===== src/design/estx_consts.vh =====
// Opcode, width and reset constants for the extended tail-group executor
`ifndef ESTX_CONSTS_VH
`define ESTX_CONSTS_VH
`define ESTX_OP_W 4
`define ESTX_OP_NIBBLE_EXCHANGE_TO_WORKING 4'h0
`define ESTX_OP_SKIP_IF_MEM_NULL 4'h1
`define ESTX_OP_SKIP_IF_MEM_NULL_WITH_COPY 4'h2
`define ESTX_OP_SKIP_IF_BIT_NULL 4'h3
`define ESTX_OP_PAGED_TABLE_FETCH 4'h4
`define ESTX_OP_FINAL_PAGE_TABLE_FETCH 4'h5
`define ESTX_OP_PREINC_PAGED_TABLE_FETCH 4'h6
`define ESTX_OP_PREINC_FINAL_PAGE_TABLE_FETCH 4'h7
`define ESTX_OP_EXCLUSIVE_OR_TO_WORKING 4'h8
`define ESTX_OP_EXCLUSIVE_OR_TO_MEMORY 4'h9
`define ESTX_DW 8
`define ESTX_MAW 9
`define ESTX_PAW 16
`define ESTX_PDW 16
`define ESTX_FINAL_PAGE 8'hFF
`define ESTX_NULL_BYTE 8'h00
`define ESTX_PTR_STEP 8'h01
`define ESTX_RST_BYTE 8'h00
`define ESTX_RST_WORD 16'h0000
`define ESTX_RST_MADDR 9'h000
`define ESTX_ST_IDLE 4'h1
`define ESTX_ST_ISSUE 4'h2
`define ESTX_ST_CAPTURE 4'h4
`define ESTX_ST_DUMMY 4'h8
`endif


===== src/design/estx_exec.v =====
// Executor for swap, zero-test skip, table read and exclusive-or instructions
`timescale 1ns/1ps
`include "estx_consts.vh"

// Overview of operation
// - Swap memory nibbles into working register; memory and flags stay unchanged.
// - Byte zero test writes byte back unchanged, skips next when zero.
// - A taken skip inserts one dummy slot, four instruction slots in total.
// - Zero test with copy loads working register, skips when zero.
// - Bit zero test skips next instruction when selected bit is zero.
// - Paged table fetch addresses upper:lower pointer; low byte memory, high byte latch.
// - Final page fetch uses lower pointer on last page only.
// - Pre-increment lower pointer, then paged table fetch with new pointer.
// - Pre-increment lower pointer, then final page table fetch.
// - Exclusive-or into working register updates only the zero flag.
// - Exclusive-or into memory updates only the zero flag.
module estx_exec (
   input wire core_clk_i,
   input wire rst_n_i,
   input wire ce_i,
   input wire start_i,
   input wire [`ESTX_OP_W-1:0] op_i,
   input wire [`ESTX_MAW-1:0] mem_addr_i,
   input wire [2:0] bit_sel_i,
   input wire [`ESTX_DW-1:0] working_i,
   input wire [`ESTX_DW-1:0] mem_rdata_i,
   input wire [`ESTX_PDW-1:0] pm_rdata_i,
   input wire tp_lower_wr_i,
   input wire tp_upper_wr_i,
   input wire [`ESTX_DW-1:0] tp_wdata_i,
   output reg busy_o,
   output reg mem_rd_o,
   output reg [`ESTX_MAW-1:0] mem_addr_o,
   output reg mem_wr_o,
   output reg [`ESTX_DW-1:0] mem_wdata_o,
   output reg working_wr_o,
   output reg [`ESTX_DW-1:0] working_wdata_o,
   output reg zero_wr_o,
   output reg zero_o,
   output reg pm_rd_o,
   output reg [`ESTX_PAW-1:0] pm_addr_o,
   output reg [`ESTX_DW-1:0] table_high_latch_o,
   output reg [`ESTX_DW-1:0] table_pointer_lower_o,
   output reg [`ESTX_DW-1:0] table_pointer_upper_o,
   output reg skip_o,
   output reg dummy_slot_o,
   output reg done_o
);
   localparam [3:0] ST_IDLE = `ESTX_ST_IDLE;
   localparam [3:0] ST_ISSUE = `ESTX_ST_ISSUE;
   localparam [3:0] ST_CAPTURE = `ESTX_ST_CAPTURE;
   localparam [3:0] ST_DUMMY = `ESTX_ST_DUMMY;

   reg rst_meta_r;
   reg rst_sync_r;
   reg [3:0] state_r;
   reg [`ESTX_OP_W-1:0] op_r;
   reg [2:0] bit_r;
   reg [`ESTX_DW-1:0] work_r;
   reg [`ESTX_DW-1:0] tp_lower_nxt;
   reg is_table;
   reg is_final;
   reg is_preinc;
   wire [`ESTX_DW-1:0] xor_val;
   wire [`ESTX_DW-1:0] rd_byte;

   assign xor_val = work_r ^ mem_rdata_i;
   assign rd_byte = mem_rdata_i;

   // Reset is released through two flops so every state flop sees a clean edge
   always @(posedge core_clk_i or negedge rst_n_i) begin
      if (!rst_n_i) begin
         rst_meta_r <= 1'b0;
         rst_sync_r <= 1'b0;
      end else begin
         rst_meta_r <= 1'b1;
         rst_sync_r <= rst_meta_r;
      end
   end

   always @* begin
      is_table = 1'b0;
      is_final = 1'b0;
      is_preinc = 1'b0;
      case (op_i)
         `ESTX_OP_PAGED_TABLE_FETCH: begin
            is_table = 1'b1;
         end
         `ESTX_OP_FINAL_PAGE_TABLE_FETCH: begin
            is_table = 1'b1;
            is_final = 1'b1;
         end
         `ESTX_OP_PREINC_PAGED_TABLE_FETCH: begin
            is_table = 1'b1;
            is_preinc = 1'b1;
         end
         `ESTX_OP_PREINC_FINAL_PAGE_TABLE_FETCH: begin
            is_table = 1'b1;
            is_final = 1'b1;
            is_preinc = 1'b1;
         end
         default: begin
            is_table = 1'b0;
         end
      endcase
      tp_lower_nxt = table_pointer_lower_o;
      if (is_preinc) begin
         tp_lower_nxt = table_pointer_lower_o + `ESTX_PTR_STEP;
      end
   end

   always @(posedge core_clk_i or negedge rst_sync_r) begin
      if (!rst_sync_r) begin
         state_r <= ST_IDLE;
         op_r <= {`ESTX_OP_W{1'b0}};
         bit_r <= 3'h0;
         work_r <= `ESTX_RST_BYTE;
         busy_o <= 1'b0;
         mem_rd_o <= 1'b0;
         mem_addr_o <= `ESTX_RST_MADDR;
         mem_wr_o <= 1'b0;
         mem_wdata_o <= `ESTX_RST_BYTE;
         working_wr_o <= 1'b0;
         working_wdata_o <= `ESTX_RST_BYTE;
         zero_wr_o <= 1'b0;
         zero_o <= 1'b0;
         pm_rd_o <= 1'b0;
         pm_addr_o <= `ESTX_RST_WORD;
         table_high_latch_o <= `ESTX_RST_BYTE;
         table_pointer_lower_o <= `ESTX_RST_BYTE;
         table_pointer_upper_o <= `ESTX_RST_BYTE;
         skip_o <= 1'b0;
         dummy_slot_o <= 1'b0;
         done_o <= 1'b0;
      end else if (ce_i) begin
         mem_rd_o <= 1'b0;
         mem_wr_o <= 1'b0;
         working_wr_o <= 1'b0;
         zero_wr_o <= 1'b0;
         pm_rd_o <= 1'b0;
         skip_o <= 1'b0;
         dummy_slot_o <= 1'b0;
         done_o <= 1'b0;
         // Software loads take effect only while idle, so a fetch in flight keeps its pointer
         if (state_r == ST_IDLE) begin
            if (tp_lower_wr_i) begin
               table_pointer_lower_o <= tp_wdata_i;
            end
            if (tp_upper_wr_i) begin
               table_pointer_upper_o <= tp_wdata_i;
            end
         end
         case (state_r)
            ST_IDLE: begin
               if (start_i) begin
                  state_r <= ST_ISSUE;
                  busy_o <= 1'b1;
                  op_r <= op_i;
                  bit_r <= bit_sel_i;
                  work_r <= working_i;
                  mem_addr_o <= mem_addr_i;
                  if (is_table) begin
                     pm_rd_o <= 1'b1;
                     table_pointer_lower_o <= tp_lower_nxt;
                     if (is_final) begin
                        pm_addr_o <= {`ESTX_FINAL_PAGE, tp_lower_nxt};
                     end else begin
                        pm_addr_o <= {table_pointer_upper_o, tp_lower_nxt};
                     end
                  end else begin
                     mem_rd_o <= 1'b1;
                  end
               end
            end
            ST_ISSUE: begin
               state_r <= ST_CAPTURE;
            end
            ST_CAPTURE: begin
               state_r <= ST_IDLE;
               busy_o <= 1'b0;
               done_o <= 1'b1;
               case (op_r)
                  `ESTX_OP_NIBBLE_EXCHANGE_TO_WORKING: begin
                     working_wr_o <= 1'b1;
                     working_wdata_o <= {rd_byte[3:0], rd_byte[7:4]};
                  end
                  `ESTX_OP_SKIP_IF_MEM_NULL: begin
                     mem_wr_o <= 1'b1;
                     mem_wdata_o <= rd_byte;
                     if (rd_byte == `ESTX_NULL_BYTE) begin
                        skip_o <= 1'b1;
                        dummy_slot_o <= 1'b1;
                        done_o <= 1'b0;
                        busy_o <= 1'b1;
                        state_r <= ST_DUMMY;
                     end
                  end
                  `ESTX_OP_SKIP_IF_MEM_NULL_WITH_COPY: begin
                     working_wr_o <= 1'b1;
                     working_wdata_o <= rd_byte;
                     if (rd_byte == `ESTX_NULL_BYTE) begin
                        skip_o <= 1'b1;
                        dummy_slot_o <= 1'b1;
                        done_o <= 1'b0;
                        busy_o <= 1'b1;
                        state_r <= ST_DUMMY;
                     end
                  end
                  `ESTX_OP_SKIP_IF_BIT_NULL: begin
                     if (!rd_byte[bit_r]) begin
                        skip_o <= 1'b1;
                        dummy_slot_o <= 1'b1;
                        done_o <= 1'b0;
                        busy_o <= 1'b1;
                        state_r <= ST_DUMMY;
                     end
                  end
                  `ESTX_OP_PAGED_TABLE_FETCH, `ESTX_OP_FINAL_PAGE_TABLE_FETCH,
                  `ESTX_OP_PREINC_PAGED_TABLE_FETCH, `ESTX_OP_PREINC_FINAL_PAGE_TABLE_FETCH: begin
                     mem_wr_o <= 1'b1;
                     mem_wdata_o <= pm_rdata_i[7:0];
                     table_high_latch_o <= pm_rdata_i[15:8];
                  end
                  `ESTX_OP_EXCLUSIVE_OR_TO_WORKING: begin
                     working_wr_o <= 1'b1;
                     working_wdata_o <= xor_val;
                     zero_wr_o <= 1'b1;
                     zero_o <= (xor_val == `ESTX_NULL_BYTE);
                  end
                  `ESTX_OP_EXCLUSIVE_OR_TO_MEMORY: begin
                     mem_wr_o <= 1'b1;
                     mem_wdata_o <= xor_val;
                     zero_wr_o <= 1'b1;
                     zero_o <= (xor_val == `ESTX_NULL_BYTE);
                  end
                  default: begin
                     // Unknown opcodes complete with no side effect
                     done_o <= 1'b1;
                  end
               endcase
            end
            ST_DUMMY: begin
               // Dummy slot covers the discarded fetch of the skipped instruction
               state_r <= ST_IDLE;
               busy_o <= 1'b0;
               done_o <= 1'b1;
            end
            default: begin
               state_r <= ST_IDLE;
               busy_o <= 1'b0;
            end
         endcase
      end
   end
endmodule // estx_exec


===== config.mk =====
export PLATFORM = sky130hd
export DESIGN_NAME = estx_exec
export DESIGN_NICKNAME = d
export VERILOG_FILES = /design/src/design/estx_exec.v
export VERILOG_INCLUDE_DIRS = /design/src /design/src/design
export SDC_FILE = /design/constraint.sdc
export NUM_CORES = 1
export LEC_CHECK = 0
export BUFFER_PORTS_ARGS = -buffer_cell sky130_fd_sc_hd__buf_4
export CELL_PAD_IN_SITES_DETAIL_PLACEMENT = 1
export CELL_PAD_IN_SITES_GLOBAL_PLACEMENT = 1
export CORE_MARGIN = 3
export CORE_UTILIZATION = 36
export CTS_CLUSTER_SIZE = 8
export DETAILED_ROUTE_END_ITERATION = 7
export GPL_ROUTABILITY_DRIVEN = 0
export GPL_TIMING_DRIVEN = 0
export PLACE_DENSITY_LB_ADDON = 0.1
export SETUP_SLACK_MARGIN = 0.05
export SLEW_MARGIN = 25
export SYNTH_ARGS = -nofsm -noshare
export SYNTH_HDL_FRONTEND = slang
export SYNTH_SLANG_ARGS = --single-unit
export TNS_END_PERCENT = 20

===== constraint.sdc =====
create_clock -name core_clk_i -period 2.9 [get_ports core_clk_i]
set_input_delay 0.29 -clock core_clk_i [delete_from_list [all_inputs] [get_ports core_clk_i]]
set_output_delay 0.29 -clock core_clk_i [all_outputs]
set_load 0.005 [all_outputs]

# Word level (Yosys, flattened, before mapping)
# Index checks and enable logic that the tools add are counted.
# word_totals
out_inout_bits,75
reg_bits,95
# classes
n_bitwise,2
n_eq_ne,18
n_addsub,1
mux,41
reduce_logical,22
n_lt_le_gt_ge,1
# op_table
op,n
8-bit two-way mux,6
8-bit one-hot mux with 3 select lines,2
4-bit by 3-bit == test with 1-bit output (second input constant),9
1-bit two-way mux,22
3-bit AND reduction,7
8-bit zero test,2
16-bit two-way mux,1
4-bit by 2-bit == test with 1-bit output (second input constant),3
4-bit == test (second input constant),3
4-bit two-way mux,3
4-bit one-hot mux with 3 select lines,1
8-bit by 1-bit adder with 8-bit output (second input constant),1
4-bit by 1-bit == test with 1-bit output (second input constant),2
4-bit one-hot mux with 2 select lines,1
2-bit OR reduction,4
4-bit OR reduction,2
8-bit XOR,1
1-bit one-hot mux with 2 select lines,3
3-bit nonzero test,2
6-bit OR reduction,1
4-bit zero test,1
3-bit by 4-bit less-than comparator with 1-bit output (second input constant),1
4-bit AND reduction,1
1-bit binary-select mux with 3-bit select,1
other kinds (5),5

# Logic depth before layout (Yosys ltp)
# Gate-level depths: netlist of run 1.
# depth
word_depth,7
depth_mapped,7
mapped_depth_nobuf,5

# Worst setup path before layout of run 1
# Ideal clock, no wire load.
# synth_timing
path_kind,reg2reg
start,reg state_r[0]
end,reg bit_r[0]
arrival_ns,1.800
setup_time_ns,0.125
synth_period_minus_slack_ns,1.925
path_stages_with_launch,7
setup_slack_ns,0.975
required_time_ns,2.775
path_cell_list,dfstp_2 > buf_6 > or4b_4 > nor2_8 > nand2_4 > buf_6 > mux2_4
# synth_between
elab_chain_cells,2
# synth_lines
element,line,rtl
from (decl),estx_exec.v:56,reg [3:0] state_r;
from (signal assigned),estx_exec.v:114,state_r <= ST_IDLE;
from (signal assigned),estx_exec.v:156,state_r <= ST_ISSUE;
from (signal assigned),estx_exec.v:176,state_r <= ST_CAPTURE;
4-bit by 1-bit == test with 1-bit output,estx_exec.v:153,case (state_r)
3-bit AND reduction (no line),-,
to (signal assigned),estx_exec.v:159,bit_r <= bit_sel_i;
to (decl),estx_exec.v:58,reg [2:0] bit_r;
# Every way passes these cells.
# A chain may end at the register's enable or synchronous reset.

# Worst setup path in the final report of run 1
# layout_timing
start,reg state_r[0]
end,reg pm_addr_o[12]
# layout_between
elab_chain_cells,2
# layout_lines
element,line,rtl
4-bit by 1-bit == test with 1-bit output,estx_exec.v:153,
4-bit AND reduction (no line),-,
to (signal assigned),estx_exec.v:128,pm_addr_o <= `ESTX_RST_WORD;
to (signal assigned),estx_exec.v:166,"pm_addr_o <= {`ESTX_FINAL_PAGE, tp_lower_nxt};"
to (signal assigned),estx_exec.v:168,"pm_addr_o <= {table_pointer_upper_o, tp_lower_nxt};"
to (decl),estx_exec.v:41,"output reg [`ESTX_PAW-1:0] pm_addr_o,"
# Every way passes these cells.

==> impl_metrics.json, run 1 <==
{
  "via_per_inst": 5.14,
  "power_density_nw_per_um2": 893,
  "first_global_vias": 3990,
  "synth_fp_nets": 502,
  "cts_made_buffers": 9,
  "ys_ff_latch": 95,
  "vias": 3931,
  "antenna_found_initial": 0,
  "grt_usage_pct": 19.2,
  "seq_area_um2": 2380,
  "synth_top_area_share_pct": 49.5,
  "fin_crit_ns": 2.45,
  "final_cell_mix": "buf_4 (137), dfrtp_1 (93), o21ai_0 (38), nand2_1 (33), nor2_1 (30)",
  "endpoint_kind": "flop",
  "ff2ff_path_depth": 6,
  "cap_violations": 0,
  "clk_latency_ns": 0.35,
  "synth_edf_count": 0,
  "drt-wirelength-per-cell_um": 18.1,
  "overflow": 0,
  "fin_ws_ns": 0.445,
  "synth_area_um2": 4750,
  "drive_above_1_share_pct": 36.6,
  "place_ws_ns": 0.451,
  "cts_max_level": 3,
  "ff2ff_setup_slack_ns": 0.45,
  "grt_pass1_wl_um": 21800,
  "ys_seq_area_share_pct": 50.1,
  "syn_inst": 439,
  "drtPass1Iterations": 4,
  "finalMaxSlewViolations": 0,
  "wl_um": 13800,
  "row_count": 41,
  "power_mw": 5.68,
  "cp_max_fo": 10,
  "path_clk_slew_ns": 0.07,
  "period_share_pct": 84.7,
  "io_pins": 137,
  "cts_tree": "done",
  "power.leakage_nw": 2.99,
  "synth.distinct_cells": 61,
  "root_buffer": "clkbuf_16",
  "rsz0062_at_grt": "false",
  "fmax_ghz": 0.407,
  "cp_data_arrival_time_ns": 2.66,
  "cp_data_required_time_ns": 3.11,
  "ir_worst_vdd_uv": 427,
  "worstMarginPinSlew_ns": 0.769,
  "nets": 651,
  "critPathKind": "flop to flop",
  "critPathLaunchType": "flop",
  "async_flop_share_pct": 100,
  "dieWidth_um": 121,
  "yosysWarningCount": 0,
  "synth_ff_type": "dfrtp_1",
  "syn_area_per_cell_um2": 10.8,
  "hpwl_um": 10300,
  "route.detailed.drc": 0,
  "ctsResizeCount": 0,
  "skew_ns": 0.00589,
  "drtIter0Drc": 186,
  "worstReg2RegEnd": "pm_addr_o[12]$_DFFE_PN0P_",
  "min_to": "work_r[4]$_DFFE_PN0P_",
  "finalSetupTns_ns": 0,
  "port_buffers": 135,
  "ant_nets": 0,
  "slew_headroom_pct": 48.2,
  "grt_max_degree": 39,
  "core_um2": 12800,
  "fillers": 1386,
  "finalHoldViolCount": 0,
  "syn_to_final_growth_pct": 34.0,
  "antenna_cells": 0,
  "whs_ns": 0.170,
  "status": "completed",
  "start_util_pct": 37.2,
  "mostFrequentLayoutCell": "buf_4",
  "finalSetupViolCount": 0,
  "hp-start": "working_i[4]",
  "utilization_pct": 49.8,
  "die_area_um2": 14600,
  "reg2reg_from": "state_r[0]$_DFFE_PN1P_",
  "yosys-top-cells-area": "dfrtp_1 (50%), mux2_4 (5.7%), mux2_2 (5.2%), o21ai_0 (4.0%), nand2_1 (2.6%)",
  "cts_sinks": 95,
  "yosys.area.top_type": "dfrtp_1",
  "multi_input_area_um2": 2170,
  "holdPathStages": 2,
  "die_h_um": 121,
  "cts_buffer_depth": 2,
  "hold_path.class": "input pin to flop"
}
==> layer usage <==
| layer | global-route usage [%] | routed length [µm] |
|---|---|---|
| met5 | 0 | 0 |
| met3 | 5.08 | 810 |
| met2 | 29.0 | 6380 |
| met4 | 5.59 | 174 |
| met1 | 27.2 | 6480 |
==> through the flow <==
stage	instances	instance area, µm²
finish	765	6360
global route	765	6360
CTS	765	6360
detailed placement	748	6030
global placement	746	5980
floorplan	439	4750
==> worst max-delay path, cell delays in order (launching register included) <==
cell	delay (ns)
dfstp_2	0.53
buf_6	0.13
nor4b_2	0.63
nand3_1	0.39
clkbuf_1	0.39
nand2_1	0.16
o21ai_0	0.09
==> kinds of logic after synthesis <==
logic type      synth area share, %
compound gates                 14.3
xor+xnor                       2.95
fa+ha+maj                     0.263
buf+inv                        4.29
flops                          50.1
mux                            12.8
other cells                  0.0790
simple gates                   15.3
==> synth_stat cells (all sizes together) (3+ instances only) <==
cell type	count
a211oi	10
a21oi	15
a221oi	12
a22oi	5
a31oi	5
and2	6
buf	13
clkbuf	15
dfrtp	94
inv	15
mux2	40
mux2i	9
nand2	35
nand3	7
nand3b	3
nand4	3
nor2	31
nor2b	11
nor3	7
nor3b	3
nor4	4
nor4b	3
o21ai	39
o22ai	5
o31ai	3
or4b	3
xnor2	13
xor2	3
==> cell type report <==
class | instances | area share [%]
plain buffers | 28 | 2.32
clock buffers | 11 | 3.82
clock inverters | 5 | 1.28
inverters | 15 | 0.885
multi-input cells | 301 | 34.2
flip-flops and latches | 95 | 37.4
well taps | 172 | 3.38
repair buffers | 138 | 16.7
==> sequential cells by signal, summed over array words and instances (netlist names) <==
signal                 count
bit_r                      3
busy_o                     1
done_o                     1
dummy_slot_o               1
mem_addr_o                 9
mem_rd_o                   1
mem_wdata_o                8
mem_wr_o                   1
op_r                       4
pm_addr_o                 16
pm_rd_o                    1
rst_meta_r                 1
rst_sync_r                 1
state_r                    4
table_high_latch_o         8
table_pointer_lower_o      8
table_pointer_upper_o      8
work_r                     8
working_wdata_o            8
working_wr_o               1
zero_o                     1
zero_wr_o                  1
==> report_power, final <==
group	internal [mW]	switching [mW]
sequential	1.78	0.390
clock	0.779	0.511
combinational	1.23	0.991
total	3.79	1.89
==> what timing repair did <==
item / in CTS / in global routing
hold buffers: 1 / 0
hold endpoints to repair: 2 / 0
setup buffers: 0 / 0
==> worst max-delay path by stage <==
stage                                 from  slack (ns)                          to  cells past startpoint
floorplan             rst_sync_r$_DFF_PN0_        0.06        bit_r[0]$_DFFE_PN0P_                      0
global placement      rst_sync_r$_DFF_PN0_       -1.13  mem_wdata_o[5]$_DFFE_PN0P_                      0
detailed placement  state_r[0]$_DFFE_PN1P_        0.45   pm_addr_o[12]$_DFFE_PN0P_                      6
CTS                 state_r[0]$_DFFE_PN1P_        0.43   pm_addr_o[10]$_DFFE_PN0P_                      6
global route        state_r[0]$_DFFE_PN1P_        0.30   pm_addr_o[15]$_DFFE_PN0P_                      6
finish              state_r[0]$_DFFE_PN1P_        0.45   pm_addr_o[12]$_DFFE_PN0P_                      6
Power figures use the tool's default switching activity.
==> run 2, diff against run 1 <==
clock period = 2.1 ns   (was 2.9 ns; I/O delays follow)
==> run 2 against run 1 <==
  * Largest power group is now registers
  * Final area is 1.8% higher
  * Critical path type unchanged
  * Critical path depth stayed put
  * Total power is 40% higher
  * Largest cell class unchanged
  * Highest routed layer unchanged
  * Clock power is 38% higher
==> impl_metrics.json, run 2 (synthesis gave the netlist of run 1 again) <==
{
  "cts_buffer_depth": 2,
  "place_area_um2": 6020,
  "crit_cells": 6,
  "vias": 3976,
  "grt_pass1_wl_um": 23000,
  "die_h_um": 121,
  "seq_area_um2": 2380,
  "cp_data_required_time_ns": 2.33,
  "worstMarginPinSlew_ns": 0.750,
  "route.detailed.drc": 0,
  "cts_tree": "done",
  "critPathLaunchType": "flop",
  "antenna_cells": 0,
  "syn_to_final_growth_pct": 36.3,
  "finalMaxSlewViolations": 0,
  "power_density_nw_per_um2": 1230,
  "dieWidth_um": 121,
  "ant_nets": 0,
  "port_buffers": 135,
  "path_clk_slew_ns": 0.06,
  "path_cells": "buf_6, or4b_4, nor2_8, nand2_8, buf_8, mux2_4",
  "finalHoldViolCount": 0,
  "final_cell_mix": "buf_4 (149), dfrtp_1 (93), o21ai_0 (38), nand2_1 (33), nor2_1 (30)",
  "clk_latency_ns": 0.34,
  "cp_num_buf_inv": 2,
  "fin_crit_ns": 2.02,
  "core_um2": 12800,
  "hp-start": "mem_addr_i[2]",
  "finalSetupTns_ns": 0,
  "rsz0062_at_grt": "false",
  "nets": 658,
  "fillers": 1390,
  "finalInstanceArea_um2": 6470,
  "setup.worst_path.end": "mem_addr_o[3]$_DFFE_PN0P_",
  "status": "completed",
  "largestRegisters": "pm_addr_o x16, mem_addr_o x9",
  "path_delay_family": "simple AND/OR/NAND/NOR gates",
  "skew_ns": 0.00387,
  "cts_sinks": 95,
  "start_util_pct": 37.2,
  "hpwl_um": 10600,
  "finalSetupViolCount": 0,
  "cp_data_arrival_time_ns": 2.25,
  "slowest_delay_ns": 0.54,
  "overflow": 0,
  "grt_max_degree": 52,
  "ir_worst_vdd_uv": 609,
  "period_share_pct": 96.0,
  "ff2ff_setup_slack_ns": 0.08,
  "slew_headroom_pct": 49.5,
  "io_pins": 137,
  "hold_path.class": "input pin to flop",
  "grt_usage_pct": 20.2,
  "antenna_found_initial": 0,
  "multi_input_area_um2": 2200,
  "power.leakage_nw": 3.06,
  "via_per_inst": 5.15,
  "max_flop_register": "pm_addr_o",
  "critPathLaunch": "state_r[0]$_DFFE_PN1P_",
  "drtIter0Drc": 200,
  "critPathKind": "flop to flop",
  "cap_violations": 0,
  "cts_max_level": 3,
  "ff2ff_path_depth": 6,
  "largest_register_ffs": 16,
  "cts_made_buffers": 9,
  "mostFrequentLayoutCell": "buf_4",
  "drive_above_1_share_pct": 38.8,
  "fmax_ghz": 0.496,
  "drt-wirelength-per-cell_um": 18.5,
  "drtPass1Iterations": 4,
  "worstReg2RegEnd": "mem_addr_o[3]$_DFFE_PN0P_",
  "crit_path_top_delay_cell": "dfstp_2",
  "wl_um": 14300,
  "first_global_vias": 4188,
  "die_area_um2": 14600,
  "row_count": 41,
  "cp_max_fo": 10,
  "reg2reg_from": "state_r[0]$_DFFE_PN1P_",
  "root_buffer": "clkbuf_16",
  "endpoint_kind": "flop"
}
## run 2: changes by cell type in the layout (fill, tap and decap cells not counted), moves of 2 or more
cell      delta
buf_4       +12
buf_6        -2
clkbuf_1     -8
clkbuf_2     +4
nor4b_2      -2
nor4b_4      +2
## run 2: area by class of cell
class | instances | share of cell area [%]
Buffer | 24 | 2.36
Clock buffer | 11 | 3.75
Clock inverter | 5 | 1.26
Inverter | 15 | 0.870
Multi-Input combinational cell | 301 | 34.1
Sequential cell | 95 | 36.8
Tap cell | 172 | 3.32
Timing Repair Buffer | 149 | 17.6
## run 2: worst min-delay path by stage
stage / end / slack (ns) / cells past startpoint
after floorplan: rst_meta_r$_DFF_PN0_ / -0.09 / 0
after global placement: rst_meta_r$_DFF_PN0_ / -0.006 / 1
after detailed placement: rst_meta_r$_DFF_PN0_ / 0.00006 / 1
after CTS: bit_r[0]$_DFFE_PN0P_ / 0.08 / 2
after global routing: mem_addr_o[1]$_DFFE_PN0P_ / 0.08 / 2
final: mem_addr_o[2]$_DFFE_PN0P_ / 0.09 / 2
## run 2: report_power, final
part | switching (mW) | internal [mW]
combinational | 1.31 | 1.76
clock | 0.706 | 1.08
sequential | 0.651 | 2.46
total | 2.67 | 5.30
## run 2: routing by layer
layer | GRT usage [%] | routed length (µm)
met4 | 5.52 | 144
met5 | 0 | 0
met2 | 32.2 | 6920
met1 | 28.1 | 6600
met3 | 4.06 | 590
## run 2: stage by stage
| stage | power, mW | utilization (%) | std cells | worst slack (ns) | hold WS (ns) |
|---|---|---|---|---|---|
| global route | 8.52 | 50.7 | 772 | 0.0430 | 0.0784 |
| finish | 7.97 | 50.7 | 772 | 0.0849 | 0.0913 |
| floorplan | 4.73 | - | 439 | 0.175 | -0.0856 |
| global placement | 5.99 | 46.8 | 746 | -0.283 | -0.00581 |
| detailed placement | 6.14 | 47.1 | 747 | -0.310 | 0.0000646 |
| CTS | 8.01 | 50.1 | 766 | -0.00861 | 0.0793 |
## run 2: worst reg2reg max path: cells and delay by family (launching register included)
kind / cells / cell delay [ns]
AND/OR/NAND/NOR: 3 / 0.80
flip-flops: 1 / 0.54
multiplexers: 1 / 0.30
buffers and inverters: 2 / 0.28
## run 2: what timing repair did
action	in CTS	in global routing
cloned	0	1
endpoints found under the setup margin	57	51
hold buffers	1	0
pin swaps	2	4
hold endpoints to repair	2	0
resized for setup	8	5
buffers inserted	2	9
